==> src/core/asptmr_pkg.sv <==
// package: register map, field layout and constants of the serial port
// ----------------------------------------------------------------------
// ----------------------------------------------------------------------
package asptmr_pkg;
   // byte addresses of the APB registers
   localparam logic [7:0] ADDR_CONTROL = 8'h00;
   localparam logic [7:0] ADDR_DATA = 8'h04;
   localparam logic [7:0] ADDR_TIMER = 8'h08;
   // control register bit positions
   localparam int BIT_RX_DONE = 0;
   localparam int BIT_TX_DONE = 1;
   localparam int BIT_NINTH_RX = 2;
   localparam int BIT_NINTH_TX = 3;
   localparam int BIT_RX_EN = 4;
   localparam int BIT_MULTIPROC = 5;
   localparam int BIT_UNUSED = 6;
   localparam int BIT_FORMAT = 7;
   // timer register bit positions
   localparam int BIT_TMR_RUN = 16;
   localparam int BIT_IRQ_EN = 17;
   // reset values
   localparam logic [7:0] RESET_CONTROL = 8'h40;
   localparam logic [7:0] RESET_DATA = 8'h00;
   localparam logic [7:0] RESET_RELOAD = 8'h00;
   // timing: overflows per bit, rx samples at mid bit
   localparam logic [1:0] OVF_PER_BIT = 2'h2;
   localparam logic [3:0] BITS_8 = 4'h9;
   localparam logic [3:0] BITS_9 = 4'ha;
   // control fields gathered for transfer between processes
   typedef struct packed {
      logic format;
      logic multiproc;
      logic rx_en;
      logic ninth_tx;
   } asptmr_cfg_t;
   typedef enum logic [1:0] {TX_IDLE, TX_START, TX_SHIFT, TX_STOP} asptmr_txs_t;
   typedef enum logic [1:0] {RX_IDLE, RX_START, RX_SHIFT, RX_STOP} asptmr_rxs_t;
endpackage // asptmr_pkg

==> src/core/asptmr_top.sv <==
// serial port with baud timer, APB register slave
`timescale 1ns/10ps
module asptmr_top
(
   // apb clock and reset
   input wire logic pclk,
   input wire logic presetn,
   // apb slave
   input wire logic psel,
   input wire logic penable,
   input wire logic pwrite,
   input wire logic [7:0] paddr,
   input wire logic [31:0] pwdata,
   output logic [31:0] prdata,
   output logic pready,
   output logic pslverr,
   // serial line and event
   input wire logic serial_rx_pin,
   output logic serial_tx_pin,
   output logic irq
);
   import asptmr_pkg::*;

   // ----------------------------------------------------------------
   // registers
   // ----------------------------------------------------------------
   asptmr_cfg_t cfg;
   logic tx_done_flag;
   logic rx_done_flag;
   logic ninth_rx_bit;
   logic [7:0] serial_data_buffer;
   logic [7:0] tx_shift;
   logic [7:0] baud_timer_reload_byte;
   logic [7:0] baud_timer_low_byte;
   logic [7:0] rx_timer;
   logic timer_run;
   logic irq_en;
   logic wr;
   logic rd;
   logic tx_start_req;
   logic tx_set_done;
   logic rx_set_done;
   logic rx_ovf;
   logic tx_ovf;
   logic rx_restart;
   logic rx_prev;

   assign wr = psel && penable && pwrite;
   assign rd = psel && !penable && !pwrite;
   assign tx_start_req = wr && paddr == ADDR_DATA;

   // overflow detection shared by both counters
   function automatic logic ovf(input logic [7:0] cnt);
      return cnt == 8'hff;
   endfunction

   // ----------------------------------------------------------------
   // apb slave: zero wait state, unmapped reads zero, no error
   // ----------------------------------------------------------------
   always_ff @(posedge pclk or negedge presetn)
      if (!presetn)
      begin
         pready <= 1'b0;
         pslverr <= 1'b0;
         prdata <= 32'h0;
      end
      else
      begin
         pready <= psel && !penable;
         pslverr <= 1'b0;
         if (rd)
         begin
            prdata <= 32'h0;
            unique case (paddr)
               ADDR_CONTROL:
               begin
                  prdata[BIT_FORMAT] <= cfg.format;
                  prdata[BIT_UNUSED] <= 1'b1;
                  prdata[BIT_MULTIPROC] <= cfg.multiproc;
                  prdata[BIT_RX_EN] <= cfg.rx_en;
                  prdata[BIT_NINTH_TX] <= cfg.ninth_tx;
                  prdata[BIT_NINTH_RX] <= ninth_rx_bit;
                  prdata[BIT_TX_DONE] <= tx_done_flag;
                  prdata[BIT_RX_DONE] <= rx_done_flag;
               end
               ADDR_DATA: prdata[7:0] <= serial_data_buffer;
               ADDR_TIMER:
               begin
                  prdata[7:0] <= baud_timer_low_byte;
                  prdata[15:8] <= baud_timer_reload_byte;
                  prdata[BIT_TMR_RUN] <= timer_run;
                  prdata[BIT_IRQ_EN] <= irq_en;
               end
               default: prdata <= 32'h0;
            endcase
         end
      end

   // the access phase only completes once pready is high, so writes
   // are taken in the access cycle where pready stands
   logic wr_take;
   assign wr_take = wr && pready;

   // control bits written by software
   always_ff @(posedge pclk or negedge presetn)
      if (!presetn)
      begin
         cfg <= '0;
         baud_timer_reload_byte <= RESET_RELOAD;
         timer_run <= 1'b0;
         irq_en <= 1'b0;
      end
      else if (wr_take && paddr == ADDR_CONTROL)
      begin
         cfg.format <= pwdata[BIT_FORMAT];
         cfg.multiproc <= pwdata[BIT_MULTIPROC];
         cfg.rx_en <= pwdata[BIT_RX_EN];
         cfg.ninth_tx <= pwdata[BIT_NINTH_TX];
      end
      else if (wr_take && paddr == ADDR_TIMER)
      begin
         baud_timer_reload_byte <= pwdata[15:8];
         timer_run <= pwdata[BIT_TMR_RUN];
         irq_en <= pwdata[BIT_IRQ_EN];
      end

   // done flags: hardware set beats a software clear in the same cycle
   always_ff @(posedge pclk or negedge presetn)
      if (!presetn)
      begin
         tx_done_flag <= 1'b0;
         rx_done_flag <= 1'b0;
      end
      else
      begin
         if (tx_set_done)
            tx_done_flag <= 1'b1;
         else if (wr_take && paddr == ADDR_CONTROL)
            tx_done_flag <= pwdata[BIT_TX_DONE];
         if (rx_set_done)
            rx_done_flag <= 1'b1;
         else if (wr_take && paddr == ADDR_CONTROL)
            rx_done_flag <= pwdata[BIT_RX_DONE];
      end

   // interrupt follows the flags, never clears them
   always_ff @(posedge pclk or negedge presetn)
      if (!presetn)
         irq <= 1'b0;
      else
         irq <= irq_en && (tx_done_flag || rx_done_flag);

   // ----------------------------------------------------------------
   // baud timers: the tx counter is visible, the rx copy hidden
   // ----------------------------------------------------------------
   assign tx_ovf = timer_run && ovf(baud_timer_low_byte);
   assign rx_ovf = timer_run && ovf(rx_timer);

   // timer ticks on pclk; prescaling is outside this block
   always_ff @(posedge pclk or negedge presetn)
      if (!presetn)
         baud_timer_low_byte <= RESET_RELOAD;
      else if (wr_take && paddr == ADDR_TIMER)
         baud_timer_low_byte <= pwdata[7:0];
      else if (tx_ovf)
         baud_timer_low_byte <= baud_timer_reload_byte;
      else if (timer_run)
         baud_timer_low_byte <= baud_timer_low_byte + 8'h01;

   // rx copy; a start edge reloads it so bit phase follows the line
   always_ff @(posedge pclk or negedge presetn)
      if (!presetn)
         rx_timer <= RESET_RELOAD;
      else if (rx_restart || rx_ovf)
         rx_timer <= baud_timer_reload_byte;
      else if (timer_run)
         rx_timer <= rx_timer + 8'h01;

   // ----------------------------------------------------------------
   // transmitter
   // ----------------------------------------------------------------
   asptmr_txs_t tx_state;
   logic tx_half;
   logic [3:0] tx_cnt;
   logic tx_ninth;

   // one bit lasts two overflows of the tx counter
   always_ff @(posedge pclk or negedge presetn)
      if (!presetn)
      begin
         tx_state <= TX_IDLE;
         tx_half <= 1'b0;
         tx_cnt <= 4'h0;
         tx_shift <= RESET_DATA;
         tx_ninth <= 1'b0;
         serial_tx_pin <= 1'b1;
      end
      else if (tx_start_req)
      begin
         tx_shift <= pwdata[7:0];
         tx_ninth <= cfg.ninth_tx;
         tx_state <= TX_START;
         tx_half <= 1'b0;
         tx_cnt <= cfg.format ? BITS_9 : BITS_8;
         serial_tx_pin <= 1'b1;
      end
      else if (tx_ovf)
      begin
         tx_half <= !tx_half;
         if (tx_half)
         begin
            unique case (tx_state)
               TX_IDLE: serial_tx_pin <= 1'b1;
               TX_START:
               begin
                  serial_tx_pin <= 1'b0;
                  tx_state <= TX_SHIFT;
               end
               TX_SHIFT:
               begin
                  if (tx_cnt == 4'h1)
                  begin
                     serial_tx_pin <= 1'b1;
                     tx_state <= TX_STOP;
                  end
                  else
                  begin
                     serial_tx_pin <= tx_shift[0];
                     tx_shift <= {tx_ninth, tx_shift[7:1]};
                  end
                  tx_cnt <= tx_cnt - 4'h1;
               end
               TX_STOP:
               begin
                  serial_tx_pin <= 1'b1;
                  tx_state <= TX_IDLE;
               end
            endcase
         end
      end

   assign tx_set_done = tx_ovf && tx_half && tx_state == TX_SHIFT
                        && tx_cnt == 4'h1;

   // ----------------------------------------------------------------
   // receiver: samples at mid bit, two rx overflows per bit
   // ----------------------------------------------------------------
   asptmr_rxs_t rx_state;
   logic rx_half;
   logic [3:0] rx_cnt;
   logic [8:0] rx_shift;
   logic rx_accept;

   // sampling at the first overflow after the reload lands mid bit
   assign rx_restart = rx_state == RX_IDLE && cfg.rx_en && timer_run
                       && rx_prev && !serial_rx_pin;

   always_ff @(posedge pclk or negedge presetn)
      if (!presetn)
         rx_prev <= 1'b1;
      else
         rx_prev <= serial_rx_pin;

   always_ff @(posedge pclk or negedge presetn)
      if (!presetn)
      begin
         rx_state <= RX_IDLE;
         rx_half <= 1'b0;
         rx_cnt <= 4'h0;
         rx_shift <= 9'h000;
      end
      else if (rx_restart)
      begin
         rx_state <= RX_START;
         rx_half <= 1'b0;
         rx_cnt <= cfg.format ? BITS_9 : BITS_8;
      end
      else if (rx_ovf && rx_state != RX_IDLE)
      begin
         rx_half <= !rx_half;
         if (!rx_half)
         begin
            unique case (rx_state)
               RX_IDLE: rx_state <= RX_IDLE;
               RX_START: rx_state <= serial_rx_pin ? RX_IDLE : RX_SHIFT;
               RX_SHIFT:
               begin
                  rx_shift <= {serial_rx_pin, rx_shift[8:1]};
                  rx_cnt <= rx_cnt - 4'h1;
                  if (rx_cnt == 4'h2)
                     rx_state <= RX_STOP;
               end
               RX_STOP: rx_state <= RX_IDLE;
            endcase
         end
      end

   // stop sample: in 8-bit the stop level is the ninth; in 9-bit ignored
   logic rx_ninth;
   logic [7:0] rx_byte;
   assign rx_ninth = cfg.format ? rx_shift[8] : serial_rx_pin;
   assign rx_byte = cfg.format ? rx_shift[7:0] : rx_shift[8:1];
   assign rx_accept = rx_ovf && !rx_half && rx_state == RX_STOP
                      && !rx_done_flag
                      && (!cfg.multiproc || rx_ninth);
   assign rx_set_done = rx_accept;

   // one-byte holding buffer; a frame that fails acceptance or overruns
   // is dropped so the first byte survives
   always_ff @(posedge pclk or negedge presetn)
      if (!presetn)
      begin
         serial_data_buffer <= RESET_DATA;
         ninth_rx_bit <= 1'b0;
      end
      else if (rx_accept)
      begin
         serial_data_buffer <= rx_byte;
         ninth_rx_bit <= rx_ninth;
      end

endmodule // asptmr_top

==> config.mk <==
export PLATFORM = sky130hd
export DESIGN_NAME = asptmr_top
export DESIGN_NICKNAME = d
export VERILOG_FILES = /design/src/core/asptmr_pkg.sv /design/src/core/asptmr_top.sv
export SDC_FILE = /design/constraint.sdc
export NUM_CORES = 1
export LEC_CHECK = 0
export ABC_AREA = 1
export ABC_CLOCK_PERIOD_IN_PS = 2140
export BUFFER_PORTS_ARGS = -buffer_cell sky130_fd_sc_hd__buf_2
export CAP_MARGIN = 20
export CORE_ASPECT_RATIO = 1.1
export CORE_MARGIN = 1.5
export CORE_UTILIZATION = 40
export DETAILED_ROUTE_END_ITERATION = 8
export PLACE_DENSITY = 0.69
export REMOVE_ABC_BUFFERS = 1
export SLEW_MARGIN = 20
export SYNTH_ARGS = -nofsm -noshare
export SYNTH_HDL_FRONTEND = slang
export SYNTH_SLANG_ARGS = --single-unit
==> constraint.sdc <==
create_clock -name pclk -period 2.14 [get_ports pclk]
set_clock_uncertainty 0.05 [all_clocks]
set_input_delay 0.321 -clock pclk [delete_from_list [all_inputs] [get_ports pclk]]
set_output_delay 0.321 -clock pclk [all_outputs]
set_load 0.02 [all_outputs]
# Word level (Yosys, flattened, before mapping)
# Cells that the tools add are included.
# op_classes
n_addsub	4
eq_ne	16
mux	47
bitwise	3
reduce_logical	57
# op_table
op	count
$mux 8	11
$mux 4	8
$pmux 8 s3	1
$logic_and 1x1->1	23
$mux 2	10
$reduce_bool 2->1	9
$add 8x1->8 const B	2
$eq 8x8->1 const B	2
$mux 1	13
$pmux 2 s3	2
$reduce_and 4->1	3
$mux 10	1
$reduce_and 3->1	3
$eq 2x2->1 const B	4
$eq 8x3->1 const B	1
$eq 8x4->1 const B	1
$logic_not 8->1	1
$sub 4x1->4 const B	2
$logic_not 1->1	7
$eq 2x1->1 const B	2
$eq 4x1->1 const B	1
$eq 4x2->1 const B	1
$logic_not 2->1	2
$ne 2x2->1 const B	2
other kinds (9)	15
# word_totals
reg_bits	95
output_inout_bits	36
elab_cells	154

# Depth between registers and ports, before layout
# logic_depth
depth_word	7
ltp_mapped	11

# Least setup slack after synthesis
# OpenSTA, ideal clock, no wires.
# synth_path
kind	flip-flop to flip-flop
from	register baud_timer_low_byte[0]
to	register tx_shift[0]
setup_time_ps	116
arrival_time_ps	1379
slack_ps	595
path_stages_with_launch	9
n_path_buf	0
path_cell_list	dfrtp_1 > ha_1 > nand2_2 > nor2_8 > nand3_4 > o21ai_4 > inv_4 > nand2_1 > nand2_1
# synth_via
elab_chain_len	4
# synth_rtl
element	line_no	source
start, declared	asptmr_top.sv:34	logic [7:0] baud_timer_low_byte;
start signal, assigned	asptmr_top.sv:164	baud_timer_low_byte <= pwdata[7:0];
start signal, assigned	asptmr_top.sv:166	baud_timer_low_byte <= baud_timer_reload_byte;
start signal, assigned	asptmr_top.sv:168	baud_timer_low_byte <= baud_timer_low_byte + 8'h01;
$eq 8x8->1	asptmr_top.sv:54	return cnt == 8'hff;
$logic_and 1x1->1	asptmr_top.sv:156	assign tx_ovf = timer_run && ovf(baud_timer_low_byte);
$reduce_bool 2->1 (no line)	n/a	
$reduce_and 4->1 (no line)	n/a	
end signal, assigned	asptmr_top.sv:200	tx_shift <= pwdata[7:0];
end signal, assigned	asptmr_top.sv:229	tx_shift <= {tx_ninth, tx_shift[7:1]};
end, declared	asptmr_top.sv:32	logic [7:0] tx_shift;
# No other way between the ends.
# A chain may end at the register's enable or synchronous reset.

# Final worst setup path
# layout_path
from	register rx_timer[0]
to	register rx_shift[5]
# layout_via
elab_chain_len	4
# layout_rtl
element	line_no	source
start, declared	asptmr_top.sv:35	logic [7:0] rx_timer;
start signal, assigned	asptmr_top.sv:175	rx_timer <= baud_timer_reload_byte;
start signal, assigned	asptmr_top.sv:177	rx_timer <= rx_timer + 8'h01;
$eq 8x8->1	asptmr_top.sv:54	
$logic_and 1x1->1	asptmr_top.sv:157	assign rx_ovf = timer_run && ovf(rx_timer);
$logic_and 1x1->1	asptmr_top.sv:278	else if (rx_ovf && rx_state != RX_IDLE)
$reduce_and 4->1 (no line)	n/a	
end signal, assigned	asptmr_top.sv:288	rx_shift <= {serial_rx_pin, rx_shift[8:1]};
end, declared	asptmr_top.sv:251	logic [8:0] rx_shift;
# No other way between the ends.

==> flow_metrics.py <==
metrics = {
    "clock_network": {
        "postCtsResizedCells": 0,
        "numCtsBuffers": 9,
        "cts_sinks": 95,
        "cts_tree": "built",
        "clockBufferDepth": 2,
        "clk_pin_slew_ps": 70,
        "holdBufCountCts": 1,
        "cts-htree-levels": 3,
        "postCtsSetupBuffers": 0,
        "clock_latency_ps": 350,
        "cts_root_buffer": "clkbuf_16",
    },
    "critical_path": {
        "path_cells": "ha_1, nand3_1, nor2_2, nand4_1, nor2_4, o21ai_0",
        "crit_family": "simple AND/OR/NAND/NOR gates",
        "arrival_ps": 2010,
        "cpPeakStageDelay_ps": 440,
        "worstPathRequired_ps": 2310,
        "endpoint_kind": "flip-flop",
        "cp_slowest_cell": "dfrtp_1",
        "worstSetupPathType": "reg -> reg",
        "start_kind": "flip-flop",
        "crit_buf_inv": 0,
        "worstPathMaxFanout": 17,
        "r2r_start": "rx_timer[0]",
        "rrSetupSlack_ps": 300,
        "crit_start": "rx_timer[0]",
    },
    "sta": {
        "post-route-min-period_ps": 1840,
        "hold_viol": 0,
        "slew_headroom": 0.570,
        "fmax_mhz": 543,
        "rsz0062_at_grt": "false",
        "setup_viol": 0,
        "maxSlewViolCount": 0,
        "hold_ws_ps": 62.2,
        "worstMarginPinSlew_ps": 638,
        "period_share": 0.861,
    },
    "synth": {
        "postSynthCellCount": 714,
        "synth_area_mm2": 0.00524,
        "synth-seq-cells": 95,
        "synth_cell_type_count": 34,
        "synth-seq-area-share": 0.455,
        "yosys_warnings": 0,
        "syn_avg_cell_area_um2": 7.33,
    },
    "global_route": {
        "grt_pass1_wl_um": 20300,
        "grt_usage": 0.187,
        "antenna_found_initial": 0,
        "grt_max_degree": 37,
        "grt_overflow_total": 0,
        "grt_pass1_vias": 4249,
    },
    "drt": {
        "drt_iter0_drc": 289,
        "ant_nets": 0,
        "wl_um": 12100,
        "route.vias.total": 4524,
        "first_pass_iters": 7,
        "drc_errors": 4,
        "routedWlPerCell_um": 12.9,
        "vias_per_cell": 4.83,
    },
    "finish": {
        "area_growth_pct": 14.5,
        "drive_gt1_frac": 0.135,
        "fin_nets": 830,
        "final_util": 0.472,
        "final_common_cell": "nand2_1",
        "fin_cells": 936,
        "antennaDiodeCount": 0,
        "final_cell_mix": "308 x nand2_1, 93 x dfrtp_1, 71 x nand3_1, 65 x inv_1, 51 x buf_2",
    },
    "power": {
        "finalPower_uw": 3970,
        "p_per_area_mw_per_mm2": 662,
        "ir_drop_mv": 0.263,
        "p_leak_uw": 0.00335,
    },
    "outcome": {
        "status": "complete, but fails checks",
        "violations": "design-rule violations",
    },
    "floorplan": {
        "start_util": 0.412,
        "die_y_um": 123,
        "die_x_um": 112,
        "rows": 43,
        "core_mm2": 0.0127,
        "ios": 82,
        "fp.dieArea_mm2": 0.0138,
    },
    "placed_design": {
        "portBuffers": 52,
        "dp.cells": 920,
        "dp_hpwl_um": 8920,
        "gp_congestion": 0.837,
    },
    "min_path": {
        "hold_class": "in -> reg",
        "hp-start": "serial_rx_pin",
    },
    "run": {
        "maxCapViolCount": 0,
    },
}
## final cells by class
type / count / area [um2]
Sequential cell: 95 / 2380
Clock inverter: 5 / 58.8
Fill cell: 1321 / 6700
Inverter: 67 / 254
Clock buffer: 10 / 239
Timing Repair Buffer: 71 / 420
Multi-Input combinational cell: 531 / 2450
Tap cell: 157 / 196
## synth_stat cells, drive strengths merged
cell type / number / area [um2]
nand2: 313 / 1190
dfrtp: 93 / 2330
nand3: 72 / 373
inv: 67 / 254
o21ai: 41 / 220
nor2: 40 / 208
buf: 25 / 170
nand4: 13 / 81.3
clkbuf: 10 / 37.5
ha: 9 / 113
o31ai: 8 / 60.1
a21oi: 4 / 20.0
nand3b: 4 / 30.0
xnor2: 4 / 35.0
xor2: 3 / 26.3
dfstp: 2 / 52.6
nor3: 2 / 10.0
a31oi: 1 / 6.26
conb: 1 / 3.75
o211ai: 1 / 7.51
o21a: 1 / 7.51
## cell families (layout without fill, tap and decap cells)
| kind of cell | after synthesis | after routing | share of synthesized area |
|---|---|---|---|
| AOI/OAI and AO/OA | 56 | 56 | 0.0614 |
| buffers and inverters | 102 | 153 | 0.0882 |
| xor gates and xnor gates | 7 | 7 | 0.0117 |
| DFF | 95 | 95 | 0.455 |
| and+or+nand+nor | 444 | 444 | 0.362 |
| other | 1 | 15 | 0.000716 |
| adders and majority gates | 9 | 9 | 0.0215 |
## worst register-to-register path: stages, from the launching register on
cell,delay [ps]
dfrtp_1,440
ha_1,260
nand3_1,130
nor2_2,160
nand4_1,190
nor2_4,320
o21ai_0,140
## metrics by stage
step	worst slack (ps)	area (um2)	setup TNS, ps
2_1_floorplan	-202	5080	-2260
3_3_place_gp	327	5690	0
3_5_place_dp	314	5690	0
4_1_cts	302	5990	0
5_1_grt	128	5990	0
6_report	298	5990	0
## metal layers
metal	global-route usage	vias up	wire length, um
li1	-	2339	-
met3	0.0299	15	521
met4	0.0720	0	185
met1	0.256	2069	5750
met2	0.300	101	5610
met5	0	-	0
## flip-flops by register name (all words and copies together) (netlist names), 2 cells and up
signal / count
tx_cnt: 4
rx_cnt: 4
rx_state: 2
serial_data_buffer: 8
cfg: 4
baud_timer_reload_byte: 8
baud_timer_low_byte: 8
tx_shift: 8
prdata: 18
rx_shift: 9
tx_state: 2
rx_timer: 8
## final timing paths
kind / end / cells past startpoint
setup / recovery: rx_shift[5] / 6
hold / removal: rx_prev / 1
setup reg to reg: rx_shift[5] / 6
hold reg to reg: tx_ninth / 2
max in group asynchronous: rx_shift[8] / 3
min in group asynchronous: tx_cnt[3] / 2
## report_power, final
group	switching [uW]	internal, uW
clock network	708	931
logic	276	154
registers	56.2	1840
total	1040	2930
(Power assumes the default switching activity.)
